<file path="src/logic/ect_timer_defs.svh">
// Offsets, field positions, reset values and timing counts of the 8-bit timer
// Overview of operation
// Counter clock: CPU/2, /4, /8 or slow
// Clock select sets repeat period per setting
// Free-running 8-bit up-counter, two read views
// Alternate counter read keeps overflow flag
// Status read then counter read clears overflow
// Counter register write reloads FCh
// Reset and reload value is FCh
// Unbonded capture input reads as one
// Overflow sets flag, interrupt when enabled
// Two compare channels, shared interrupt
// Two capture channels, shared interrupt
// PWM and one pulse mode bits
// Control A bit layout
// Interrupt needs flag and enable
`ifndef ECT_TIMER_DEFS_SVH
`define ECT_TIMER_DEFS_SVH
`define ECT_OFS_CTRL_B   8'h3C
`define ECT_OFS_CTRL_A   8'h3D
`define ECT_OFS_STATUS   8'h3E
`define ECT_OFS_CAP_ONE  8'h3F
`define ECT_OFS_CMP_ONE  8'h40
`define ECT_OFS_CNT      8'h41
`define ECT_OFS_CNT_ALT  8'h42
`define ECT_OFS_CAP_TWO  8'h43
`define ECT_OFS_CMP_TWO  8'h44
`define ECT_OFS_MASK     8'h45
`define ECT_CNT_RELOAD   8'hFC
`define ECT_CNT_TOP      8'hFF
`define ECT_RST_ZERO     8'h00
`define ECT_A_FORCE_TWO  4
`define ECT_A_FORCE_ONE  3
`define ECT_B_ONE_PULSE  5
`define ECT_B_PWM        4
`define ECT_ST_DISABLE   2
`define ECT_SLOW_REPEAT  20480000
`define ECT_CNT_STEPS    256
`endif

</file>
<file path="src/logic/ect_pkg.sv">
// Types shared by the 8-bit timer
package ect_pkg;
  // Clock select codes
  typedef enum logic [1:0] {
    ECT_DIV2 = 2'b00,
    ECT_DIV4 = 2'b01,
    ECT_DIV8 = 2'b10,
    ECT_SLOW = 2'b11
  } ect_clk_sel_t;
  // Register port request
  typedef struct packed {
    logic [7:0] addr;
    logic [7:0] wdata;
    logic       wr;
    logic       rd;
  } ect_req_t;
  // Compare waveform pins
  typedef struct packed {
    logic [1:0] level;
    logic [1:0] enable;
  } ect_wave_t;
endpackage

</file>
<file path="src/logic/ect_timer.sv">
// Eight-bit capture/compare timer with register port and interrupt
`timescale 1ns/100ps
`default_nettype none
`include "ect_timer_defs.svh"
module ect_timer import ect_pkg::*; #(
  parameter int          SLOW_DIV = `ECT_SLOW_REPEAT / `ECT_CNT_STEPS,
  parameter logic [1:0]  BONDED   = 2'b11
) (
  // Clock and reset
  input  wire logic      ref_clk,
  input  wire logic      nrst,
  // Register port
  input  wire ect_req_t  req,
  output logic [7:0]     rdata,
  // Capture pins, asynchronous
  input  wire logic      capture_input_one,
  input  wire logic      capture_input_two,
  // Compare pins
  output ect_wave_t      wave,
  // Interrupt
  output logic           irq
);

  // Refuse divisors the prescaler cannot count
  if (SLOW_DIV < 8 || SLOW_DIV > 131072) begin : g_chk
    $error("SLOW_DIV out of range");
  end

  // Stored registers
  logic [7:0]  ctrl_a_r;     // Interrupt enables, levels, edge one
  logic [7:0]  ctrl_b_r;     // Pin enables, modes, clock select
  logic [7:0]  mask_r;       // Interrupt mask, status layout
  logic [7:0]  cnt_r;        // Free-running counter
  logic [7:0]  cmp_r [2];    // Compare values one and two
  logic [7:0]  cap_r [2];    // Captured values one and two
  logic [4:0]  flags_r;      // cap1, cmp1, ovf, cap2, cmp2
  logic [4:0]  flags_nxt;
  logic [4:0]  seen_r;       // Flags seen by a status read
  logic        dis_r;        // Timer disable
  logic [16:0] pre_r;        // Prescaler count
  logic [1:0]  out_r;        // Compare pin levels
  logic [7:0]  rdata_r;

  // Decoded strobes
  wire logic wr_ctrl_a = req.wr && req.addr == `ECT_OFS_CTRL_A;
  wire logic wr_ctrl_b = req.wr && req.addr == `ECT_OFS_CTRL_B;
  wire logic wr_stat   = req.wr && req.addr == `ECT_OFS_STATUS;
  wire logic wr_mask   = req.wr && req.addr == `ECT_OFS_MASK;
  wire logic wr_cmp1   = req.wr && req.addr == `ECT_OFS_CMP_ONE;
  wire logic wr_cmp2   = req.wr && req.addr == `ECT_OFS_CMP_TWO;
  wire logic wr_cnt    = req.wr && (req.addr == `ECT_OFS_CNT ||
                                    req.addr == `ECT_OFS_CNT_ALT);
  wire logic rd_stat   = req.rd && req.addr == `ECT_OFS_STATUS;
  wire logic rd_cnt    = req.rd && req.addr == `ECT_OFS_CNT;
  wire logic rd_alt    = req.rd && req.addr == `ECT_OFS_CNT_ALT;
  wire logic rd_cap1   = req.rd && req.addr == `ECT_OFS_CAP_ONE;
  wire logic rd_cap2   = req.rd && req.addr == `ECT_OFS_CAP_TWO;
  wire logic acc_cmp1  = (req.rd || req.wr) && req.addr == `ECT_OFS_CMP_ONE;
  wire logic acc_cmp2  = (req.rd || req.wr) && req.addr == `ECT_OFS_CMP_TWO;

  // Control fields
  wire logic         cap_ie    = ctrl_a_r[7];
  wire logic         cmp_ie    = ctrl_a_r[6];
  wire logic         ovf_ie    = ctrl_a_r[5];
  wire logic         lvl_two   = ctrl_a_r[2];
  wire logic [1:0]   cap_edge  = {ctrl_b_r[1], ctrl_a_r[1]};
  wire logic         lvl_one   = ctrl_a_r[0];
  wire logic         pwm_on    = ctrl_b_r[`ECT_B_PWM];
  wire logic         pulse_on  = ctrl_b_r[`ECT_B_ONE_PULSE];
  wire ect_clk_sel_t clk_sel   = ect_clk_sel_t'(ctrl_b_r[3:2]);
  wire logic         force_one = wr_ctrl_a && req.wdata[`ECT_A_FORCE_ONE];
  wire logic         force_two = wr_ctrl_a && req.wdata[`ECT_A_FORCE_TWO];

  // Prescaler limit per clock select
  localparam logic [16:0] SLOW_LIM = 17'(SLOW_DIV - 1);
  wire logic [16:0] pre_lim =
    (clk_sel == ECT_DIV2) ? 17'h00001 :
    (clk_sel == ECT_DIV4) ? 17'h00003 :
    (clk_sel == ECT_DIV8) ? 17'h00007 : SLOW_LIM;
  wire logic tick = !dis_r && pre_r >= pre_lim;
  wire logic wrap = tick && cnt_r == `ECT_CNT_TOP;

  // Capture edge events
  logic [1:0] cap_ev;
  logic [1:0] pin_raw;
  assign pin_raw = {capture_input_two, capture_input_one};

  // One capture channel per generate pass
  for (genvar i = 0; i < 2; i++) begin : g_cap
    logic s1_r;   // First synchroniser stage
    logic s2_r;   // Second synchroniser stage
    logic s3_r;   // Previous level for edge detection
    // Unbonded pins are seen as a constant one
    wire logic pin = BONDED[i] ? pin_raw[i] : 1'b1;
    // Synchronise and remember
    always_ff @(posedge ref_clk) begin
      if (!nrst) begin
        s1_r <= 1'b1;
        s2_r <= 1'b1;
        s3_r <= 1'b1;
      end else begin
        s1_r <= pin;
        s2_r <= s1_r;
        s3_r <= s2_r;
      end
    end
    // Edge select: one is rising, zero is falling
    assign cap_ev[i] = cap_edge[i] ? (s2_r && !s3_r)
                                   : (!s2_r && s3_r);
    // Latch counter on the chosen edge
    always_ff @(posedge ref_clk) begin
      if (!nrst) begin
        cap_r[i] <= `ECT_RST_ZERO;
      end else if (cap_ev[i]) begin
        cap_r[i] <= cnt_r;
      end
    end
  end

  // Compare matches on a counter step
  wire logic [1:0] match = {tick && cnt_r == cmp_r[1],
                            tick && cnt_r == cmp_r[0]};
  wire logic restart = pulse_on && cap_ev[0];

  // Prescaler, restarted with the counter
  always_ff @(posedge ref_clk) begin
    if (!nrst || wr_cnt || restart || tick) begin
      pre_r <= 17'h00000;
    end else if (!dis_r) begin
      pre_r <= pre_r + 17'h00001;
    end
  end

  // Free-running up-counter
  always_ff @(posedge ref_clk) begin
    if (!nrst) begin
      cnt_r <= `ECT_CNT_RELOAD;
    end else if (wr_cnt || restart) begin
      cnt_r <= `ECT_CNT_RELOAD;
    end else if (tick) begin
      cnt_r <= cnt_r + 8'h01;
    end
  end

  // Flag events and clears; a set always wins
  wire logic [4:0] set_v = {cap_ev[0], match[0] && !pwm_on, wrap,
                            cap_ev[1], match[1] && !pwm_on};
  wire logic [4:0] w1c_v = wr_stat ? req.wdata[7:3] : 5'h00;
  wire logic [4:0] rdc_v = seen_r & {rd_cap1, acc_cmp1, rd_cnt,
                                     rd_cap2, acc_cmp2};
  assign flags_nxt = (flags_r & ~(w1c_v | rdc_v)) | set_v;

  // Status flags and the read-sequence memory
  always_ff @(posedge ref_clk) begin
    if (!nrst) begin
      flags_r <= 5'h00;
      seen_r  <= 5'h00;
    end else begin
      flags_r <= flags_nxt;
      seen_r  <= rd_stat ? flags_r : (seen_r & ~rdc_v);
    end
  end

  // Control, mask and disable registers
  always_ff @(posedge ref_clk) begin
    if (!nrst) begin
      ctrl_a_r <= `ECT_RST_ZERO;
      ctrl_b_r <= `ECT_RST_ZERO;
      mask_r   <= `ECT_RST_ZERO;
      dis_r    <= 1'b0;
    end else begin
      if (wr_ctrl_a) begin
        ctrl_a_r <= req.wdata & 8'hE7;
      end
      if (wr_ctrl_b) begin
        ctrl_b_r <= req.wdata & 8'hFE;
      end
      if (wr_mask) begin
        mask_r <= req.wdata & 8'hF8;
      end
      if (wr_stat) begin
        dis_r <= req.wdata[`ECT_ST_DISABLE];
      end
    end
  end

  // Compare value registers
  always_ff @(posedge ref_clk) begin
    if (!nrst) begin
      cmp_r[0] <= `ECT_RST_ZERO;
      cmp_r[1] <= `ECT_RST_ZERO;
    end else begin
      if (wr_cmp1) begin
        cmp_r[0] <= req.wdata;
      end
      if (wr_cmp2) begin
        cmp_r[1] <= req.wdata;
      end
    end
  end

  // Channel one level: force, compare, PWM or one pulse
  // A force takes the level being written in the same cycle, not the
  // stored one, so one write both picks and applies the new level
  wire logic out1_nxt =
    force_one                          ? req.wdata[0] :
    ((pwm_on || pulse_on) && match[0]) ? lvl_one :
    (pwm_on && wrap)                   ? lvl_two :
    restart                            ? lvl_two :
    match[0]                           ? lvl_one : out_r[0];
  // Channel two level: force or compare
  wire logic out2_nxt = force_two ? req.wdata[2] :
                        match[1]  ? lvl_two : out_r[1];

  // Compare pin levels
  always_ff @(posedge ref_clk) begin
    if (!nrst) begin
      out_r <= 2'b00;
    end else begin
      out_r <= {out2_nxt, out1_nxt};
    end
  end

  // Read data selection
  wire logic [7:0] stat_rd = {flags_r, dis_r, 2'b00};
  wire logic [7:0] rd_mux =
    (req.addr == `ECT_OFS_CTRL_B)  ? ctrl_b_r :
    (req.addr == `ECT_OFS_CTRL_A)  ? ctrl_a_r :
    (req.addr == `ECT_OFS_STATUS)  ? stat_rd :
    (req.addr == `ECT_OFS_CAP_ONE) ? cap_r[0] :
    (req.addr == `ECT_OFS_CMP_ONE) ? cmp_r[0] :
    (req.addr == `ECT_OFS_CNT)     ? cnt_r :
    (req.addr == `ECT_OFS_CNT_ALT) ? cnt_r :
    (req.addr == `ECT_OFS_CAP_TWO) ? cap_r[1] :
    (req.addr == `ECT_OFS_CMP_TWO) ? cmp_r[1] :
    (req.addr == `ECT_OFS_MASK)    ? mask_r : 8'h00;

  // Read data stands in the cycle after the strobe only
  always_ff @(posedge ref_clk) begin
    if (!nrst || !req.rd) begin
      rdata_r <= 8'h00;
    end else begin
      rdata_r <= rd_mux;
    end
  end

  // Enables per flag, then mask, onto one level output
  wire logic [4:0] en_v = {cap_ie, cmp_ie, ovf_ie, cap_ie, cmp_ie};
  assign irq   = |(flags_r & en_v & mask_r[7:3]);
  assign rdata = rdata_r;
  assign wave.level  = out_r;
  assign wave.enable = {ctrl_b_r[6], ctrl_b_r[7]};
endmodule
`default_nettype wire

</file>
<file path="config.mk">
export PLATFORM = sky130hd
export DESIGN_NAME = ect_timer
export DESIGN_NICKNAME = d
export VERILOG_FILES = /design/src/logic/ect_pkg.sv /design/src/logic/ect_timer.sv
export VERILOG_INCLUDE_DIRS = /design/src /design/src/logic
export SDC_FILE = /design/constraint.sdc
export NUM_CORES = 1
export LEC_CHECK = 0
export CORE_ASPECT_RATIO = 0.8
export CORE_MARGIN = 2
export CORE_UTILIZATION = 57
export DETAILED_ROUTE_END_ITERATION = 10
export DONT_BUFFER_PORTS = 1
export PLACE_DENSITY = 0.82
export SLEW_MARGIN = 5
export SYNTH_ARGS = -nofsm -noshare
export SYNTH_HDL_FRONTEND = slang
export SYNTH_SLANG_ARGS = --single-unit
export TNS_END_PERCENT = 20
</file>
<file path="constraint.sdc">
create_clock -name ref_clk -period 2.42 [get_ports ref_clk]
set_input_delay 0.363 -clock ref_clk [delete_from_list [all_inputs] [get_ports ref_clk]]
set_output_delay 0.363 -clock ref_clk [all_outputs]
set_load 0.01 [all_outputs]
</file>
==> results summary, run 1 <==
The type of the tightest min-delay check is primary input to register. The diode insertion count for antenna repair is 0. The async set or reset register ratio after synthesis came out at 0. The total instance count after detailed placement came out at 653. The combinational share of power is 0.162.

The worst-case clock buffer depth came out at 2. The hold-fix buffer count after cts came out at 0. Summed over all layers, the global routing overflow is 0. The achievable clock frequency came out at 433.9 MHz. The cell row count came out at 31. The via count of the first global-routing pass was 3859. The number of instances in the synthesized netlist came out at 560. The detailed-route vias per instance came out at 6.327.

Dividing the detail-routed wire length by the instance count gives 19.94 µm. The post-synthesis share of cell area spent on full adders, half adders and majority gates came out at 0.02893. The critical path ends at cnt_r[4]. The critical path in this run is classified as register to register. Setup violations remaining at the end of the flow were counted as 0. The number of nets handed over by synthesis was 594. In this run the count of I/O pins placed on the die edge is 35.

Along the worst path, the maximum fanout reaches 8. The quantity of I/O buffers inserted on ports came out at 0. The power spent charging and discharging nets came out at 1.100 mW. The standard cell core area came out at 8960 µm².

The cell depth of the worst flop-to-flop path came out at 10. The total routing usage reported by global routing came out at 0.2710. The slew of the pin with the lowest slew margin is 0.7182 ns. The largest net degree at the start of global routing is 56. The clock power share came out at 0.338. The synthesized area per cell came out at 9.268 µm².

Leaving out fill and tap cells, the most frequent cells in the layout are 70 x nand2_1, 70 x dfxtp_1, 41 x nor2_1, 32 x edfxtp_1, 29 x nand3_1. The portion of the post-synthesis area used by sequential elements is 0.4552. The switching share of total power came out at 0.2816.

The synthesis-to-layout area growth is 7.715%. Counting the fill cells in the layout gives 747. The first global-routing pass estimated 20.54 mm of wire.

The initial antenna violation count is 0. The number of register bits inferred by synthesis came out at 102. VDD sags by at most 510.7 µV. The count of flip-flops with a built-in enable after synthesis came out at 32.

The final HPWL from detailed placement is 9.594 mm. The worst setup path is captured at a register. The area share of xor/xnor cells in the synthesized design came out at 0.06413. The first routing iteration left 484 violations. The total standard cell area after synthesis came out at 5190 µm². Counting instances, the worst hold path has a depth of 1. The via count came out at 4233.

TritonCTS built the clock tree. The worst register-to-register path begins at ctrl_b_r[3]. Once routing completed, OpenROAD measured the worst setup slack at 0.1152 ns. The master cell of the clock root buffer is clkbuf_16. The depth of the CTS H-tree is 3.

The tightest hold margin is 0.09474 ns. In the final layout, the share of cells above drive strength 1 is 0.08123. The Yosys warning count came out at 0. The number of standard cells in the final layout excluding fillers is 669. The power per unit of standard cell area is 698.6 nW/µm². The die boundary height came out at 89.35 µm. The number of DRC violations after detailed routing is 0. The portion of total power attributed to sequential cells came out at 0.499.

The initial utilization of the core area, before any placement, comes to 0.5792. Subtracting the final worst setup slack from the clock period gives 2.305 ns. The detail route stage leaves a number of antenna-violating nets equal to 0.

The number of hold violations in the final report was 0. The final wirelength is 13.34 mm. The detailed-routed wire length on met3 is 1.457 mm. The first-pass iteration count of the detailed router is 5. The share of the synthesized area in compound gates (AO/OA/AOI/OAI) came out at 0.1270. The data required time of the critical path came out at 2.65 ns. Tracing the worst setup path back leads to its startpoint at ctrl_b_r[3]. Among all flip-flop cells after synthesis, the most frequent one is dfxtp_1. The sum of negative setup slack is 0 ns. Wire segments on met2 add up to 5.887 mm in the final route. After synthesis, the largest family of logic cells by area is simple AND/OR/NAND/NOR gates.

The worst setup slack before clock tree synthesis came out at -0.003906 ns. The final number of max-transition violations was 0. The run finished with clean final reports. Across the routed clock network, the largest skew measured is 0.01024 ns. Measured against its own limit, the worst slew margin works out to 0.5202. For flop-to-flop paths, the worst setup slack is 0.12 ns.

After synthesis, the share of cell area in mux cells is 0.04870. The max-cap violation count is 0. The routed metal-1 wirelength is 5.647 mm. The endpoint identified for the worst register-to-register timing path is cnt_r[4]. Data arrives at the worst endpoint at 2.53 ns. The share of the clock period used by the worst path came out at 0.9524.

The overall die area is 9889 µm². The clock-pin slew on the worst setup and hold paths came out at 0.07 ns. The simple-gate share of the synthesized area is 0.2346. The CTS buffer count is 9. The highest metal layer carrying signal wires in the routed design is met4. The clock network latency to the later pin of the worst-skew pair came out at 0.35 ns. The die is 110.7 µm wide. The internal power is 2.805 mW.

The net count of the finished layout is 583. Counting every sink on the clock net gives 102. The worst setup path is launched from a register.

The global placement routability congestion is 0.9696. The netlist uses 56 different library cells. The reported leakage power came out at 2.110 nW. The fraction of the core area covered by cells at the end of the flow came out at 0.6239.
## logic make-up after synthesis
| kind of cell | count (synthesis) |
|---|---|
| buf+inv | 48 |
| compound gates | 94 |
| xor+xnor | 38 |
| mux | 24 |
| fa+ha+maj | 12 |
| simple gates | 242 |
| flops | 102 |
## through the flow
stage               cell area, µm²  power, mW
floorplan                     5190      2.486
global placement              5283      2.526
detailed placement            5283      2.556
CTS                           5553      3.865
global route                  5590      4.064
finish                        5590      3.905
## worst min path at each step
stage	startpoint	to	slack, ns
2_1_floorplan	g_cap[0].s1_r	g_cap[0].s2_r	0.39
3_3_place_gp	g_cap[0].s1_r	g_cap[0].s2_r	0.39
3_5_place_dp	g_cap[0].s1_r	g_cap[0].s2_r	0.39
4_1_cts	nrst	g_cap[1].s3_r	0.08
5_1_grt	nrst	g_cap[1].s2_r	0.08
6_report	nrst	g_cap[1].s2_r	0.09
## synthesized netlist by cell type, types with 3 or more instances
| cell | instances | area (µm²) |
|---|---|---|
| o21a_1 | 3 | 22.52 |
| nand2b_1 | 8 | 50.05 |
| o22ai_1 | 4 | 25.02 |
| a21boi_0 | 11 | 82.58 |
| buf_2 | 4 | 20.02 |
| a221oi_1 | 4 | 35.03 |
| ha_1 | 12 | 150.1 |
| dfxtp_1 | 70 | 1401 |
| nand2_1 | 71 | 266.5 |
| buf_6 | 3 | 33.78 |
| and3_1 | 19 | 118.9 |
| a21oi_1 | 13 | 65.06 |
| mux2i_1 | 23 | 230.2 |
| o21ai_0 | 19 | 95.09 |
| xor2_1 | 27 | 236.5 |
| nand3_1 | 29 | 145.1 |
| nor4_1 | 8 | 50.05 |
| xnor2_1 | 11 | 96.34 |
| and2_1 | 20 | 125.1 |
| a31oi_1 | 3 | 18.77 |
| inv_1 | 10 | 37.54 |
| a211oi_1 | 8 | 60.06 |
| nor2b_1 | 18 | 112.6 |
| nor3_1 | 6 | 30.03 |
| nor2_1 | 41 | 153.9 |
| clkbuf_1 | 28 | 105.1 |
| edfxtp_1 | 32 | 960.9 |
| a22oi_1 | 11 | 82.58 |
| nand4_1 | 9 | 56.30 |
## layer usage
layer	GRT usage	up-vias
li1	-	1950
met1	0.3720	1989
met2	0.4244	260
met3	0.07254	34
met4	0.08636	0
met5	0	-
## power groups by stage
stage               Clock [mW]  Combinational [mW]  Sequential [mW]
finish                    1.32               0.634             1.95
global route              1.41               0.695             1.96
CTS                       1.34               0.577             1.95
detailed placement           0               0.572             1.98
global placement             0               0.549             1.98
floorplan                    0               0.572             1.91
## what timing repair did
item / 4_1_cts / 5_1_grt
resized for setup: 1 / 7
setup buffers: 0 / 0
endpoints found under the setup margin: 4 / 25
## layout make-up
type / count / area (µm²) / area share
clock buffers: 10 / 229.0 / 0.04096
clock inverters: 6 / 38.79 / 0.006938
inverters: 10 / 37.54 / 0.006714
multi-input cells: 410 / 2659 / 0.4756
flip-flops and latches: 102 / 2362 / 0.4226
well taps: 115 / 143.9 / 0.02574
repair buffers: 16 / 120.1 / 0.02149
## worst max-delay path: stages (launching register included)
cell and delay (ns):
dfxtp_1 0.35, nand2_2 0.15, ha_1 0.35, nand4_1 0.11, nor3_2 0.17, a21oi_1 0.09
o2111a_1 0.25, buf_4 0.18, nor4b_2 0.30, xnor2_1 0.16, nand2_1 0.07
## sequential cells by signal (all words and copies together) (netlist names), 5 cells and up
name / count
rdata: 8
cnt_r: 8
pre_r: 17
cmp_r: 16
ctrl_a_r: 6
seen_r: 5
cap_r: 16
ctrl_b_r: 7
flags_r: 5
mask_r: 5
Power figures use the tool's default switching activity.
==> run 2, diff against run 1 <==
Settings changed: CAP_MARGIN from default to 30, CORE_MARGIN 2 to default, MAX_ROUTING_LAYER from default to met4.
==> run 2 against run 1 <==
Clock skew fell by 0.0016 ns. Die area fell by 4.0%. Register-to-register slack got worse by 0.02 ns. Routed wire length rose by 1.7%. Core utilization rose by 2.5 points. First-iteration DRC count rose by 1.7%. Sequential share of layout area fell by 0.25 points. Non-clock buffer count did not move. Count of clock-buffer cells in the layout rose by 1. Maximum frequency fell by 0.74%. Sequential cell count did not move. Critical path type unchanged. Critical endpoint is now out_r[0]. Largest cell class unchanged.
==> results summary, run 2 (synthesis gave the netlist of run 1 again) <==
The initial antenna violation count is 0. The number of DRC violations after detailed routing came out at 0. The final number of max-transition violations came to 0. Across all hold checks on the routed design, the worst slack comes to 0.08179 ns.

The worst register-to-register path has a depth of 9. The share of the clock period used by the worst path is 0.9596. The global placement routability congestion came out at 0.9157. The library cell used most frequently in the layout, excluding fill and tap cells, is nand2_1.

The worst IR drop on VDD is 489.8 µV. The CTS buffer count came out at 9. The x dimension of the die is 108.7 µm.

The hold-fix buffer count after cts is 0. The flow ran to the end, and the final reports show no timing, DRC or antenna violations. The via count is 4252.

The via count of the first global-routing pass is 3998. The global-route wire length before repair is 21.23 mm. In the routed layout, each cell is associated on average with a via count of 6.384. The cell row count came out at 30. The worst-case clock buffer depth came out at 2. The delay of the slowest cell on the worst path is 0.36 ns. The buffer count from post-CTS setup fixing came out at 0. The post-layout minimum cycle time came out at 2.322 ns.

Entering global routing, the biggest net connects 56 pins. The layout cell share with drive strength beyond 1 came out at 0.08123. The cell count along the critical path is 9. After detailed routing, the average wire length per cell comes to 20.38 µm. The power per unit of standard cell area came out at 717.1 nW/µm². From synthesis to final layout, the design area changed by 8.462%. The register with the most flip-flops is pre_r. The die boundary height is 87.35 µm.

The slew of the pin with the lowest slew margin came out at 0.8168 ns. Port buffering added 0 buffers. The top-level port count is 35. The first detailed-routing pass took 5 iterations. The final-stage net count is 583. 0 antenna diodes ended up in the layout.

CTS saw 102 sinks. The reported leakage power came out at 2.136 nW. The clock-pin slew on the worst setup and hold paths came out at 0.07 ns.

STA classifies the critical path endpoint as a register. The number of buffers and inverters on the critical path is 0. The number of hold violations in the final report came out at 0. The signal arrival time at the worst endpoint came out at 2.57 ns. For this configuration, the core starts out at a cell density of 0.5986.

STA classifies the critical path startpoint as a register. The final HPWL from detailed placement is 9.557 mm. The relative slew slack is 0.4543. The data required time of the critical path came out at 2.67 ns.

The overall die area is 9493 µm². The number of flip-flops under the largest register name is 17. The number of DRC violations after detailed-routing iteration 0 is 492. The tool flagged a number of max-cap violations equal to 0. The number of cells traversed by the worst hold path is 1. Summed over all layers, the routed wires come to 13.57 mm. The largest delay contributor family on the critical path is compound AO/OA/AOI/OAI gates. For this run, the total global-route usage over all layers was measured as 0.3161. The class of the most critical setup path is register to register. The largest registers in the layout are pre_r: 17 flops, cap_r: 16 flops, cmp_r: 16 flops.

The critical path goes through nand2_4 -> ha_1 -> nand4_1 -> nor3_2 -> a21oi_1 -> o2111a_1 -> or2_4 -> o311a_1 -> o32ai_1. The peak fanout along the critical path is 8. Among all stages on the critical path, the largest delay is contributed by dfxtp_2. The depth of the CTS H-tree is 3. The core region is 8671 µm².

Clock skew on the completed layout was measured at 0.008592 ns. The remaining global-route overflow came out at 0. TritonCTS built the clock tree. The achievable clock frequency is 430.6 MHz.

The residual antenna-violating net count after detailed routing came out at 0. The type of the tightest min-delay check is primary input to register. CTS placed an instance of clkbuf_16 at the clock tree root.

The library cells used most frequently in the layout, excluding fill and tap cells, are 70 x nand2_1, 68 x dfxtp_1, 41 x nor2_1, 32 x edfxtp_1, 29 x nand3_1. The sum of negative setup slack came out at 0 ns. The clock network latency to the later pin of the worst-skew pair is 0.35 ns. The count of final setup violators came out at 0.
-- run 2: cell count changes in the layout (fill, tap and decap cells not counted), sizes merged --
cell / delta
clkbuf: +1
bufinv: +1
clkinv: -2
-- run 2: through the flow --
stage	cell area [µm²]	setup slack, ns	std cells	power [mW]	util
4_1_cts	5589	0.05989	666	4.009	0.6446
3_5_place_dp	5279	-0.02330	650	2.558	0.6088
6_report	5629	0.09787	666	4.037	0.6492
3_3_place_gp	5279	0.1400	650	2.530	0.6088
5_1_grt	5629	-0.01919	666	4.193	0.6492
2_1_floorplan	5190	0.03997	560	2.486	-
-- run 2: final timing paths --
kind / start / endpoint / slack, ns
hold / removal: nrst / g_cap[1].s3_r / 0.08
hold reg to reg: g_cap[0].s1_r / g_cap[0].s2_r / 0.41
setup reg to reg: ctrl_b_r[3] / out_r[0] / 0.1
setup / recovery: ctrl_b_r[3] / out_r[0] / 0.1
-- run 2: worst register-to-register path, cell delays in order (launching register included) --
cell and delay [ns]:
dfxtp_2 0.36, nand2_4 0.12, ha_1 0.32, nand4_1 0.11, nor3_2 0.15, a21oi_1 0.11, o2111a_1 0.28, or2_4 0.29
o311a_1 0.36, o32ai_1 0.13
-- run 2: timing repair --
action | CTS | global route
gates resized for setup | 2 | 7
pin swaps | 0 | 0
endpoints found under the hold margin | 0 | 0
endpoints found under the setup margin | 19 | 25
-- run 2: per-layer routing --
layer | track usage | share of wire | vias up
li1 | - | - | 1953
met1 | 0.4168 | 0.41 | 1981
met2 | 0.4586 | 0.44 | 270
met3 | 0.08751 | 0.12 | 48
met4 | 0.1265 | 0.029 | 0
met5 | - | 0 | -
-- run 2: where the power goes --
part | switching (mW) | total (mW) | leakage (nW) | internal [mW]
Combinational | 0.352 | 0.621 | 1.11 | 0.269
Sequential | 0.106 | 1.95 | 0.887 | 1.84
Clock | 0.639 | 1.47 | 0.142 | 0.830
-- run 2: area by class of cell --
class | instances | area (µm²)
Multi-Input combinational cell | 410 | 2665
Clock buffer | 11 | 242.7
Fill cell | 703 | 3042
Timing Repair Buffer | 16 | 120.1
Inverter | 10 | 37.54
Sequential cell | 102 | 2365
Tap cell | 112 | 140.1
Clock inverter | 5 | 58.81
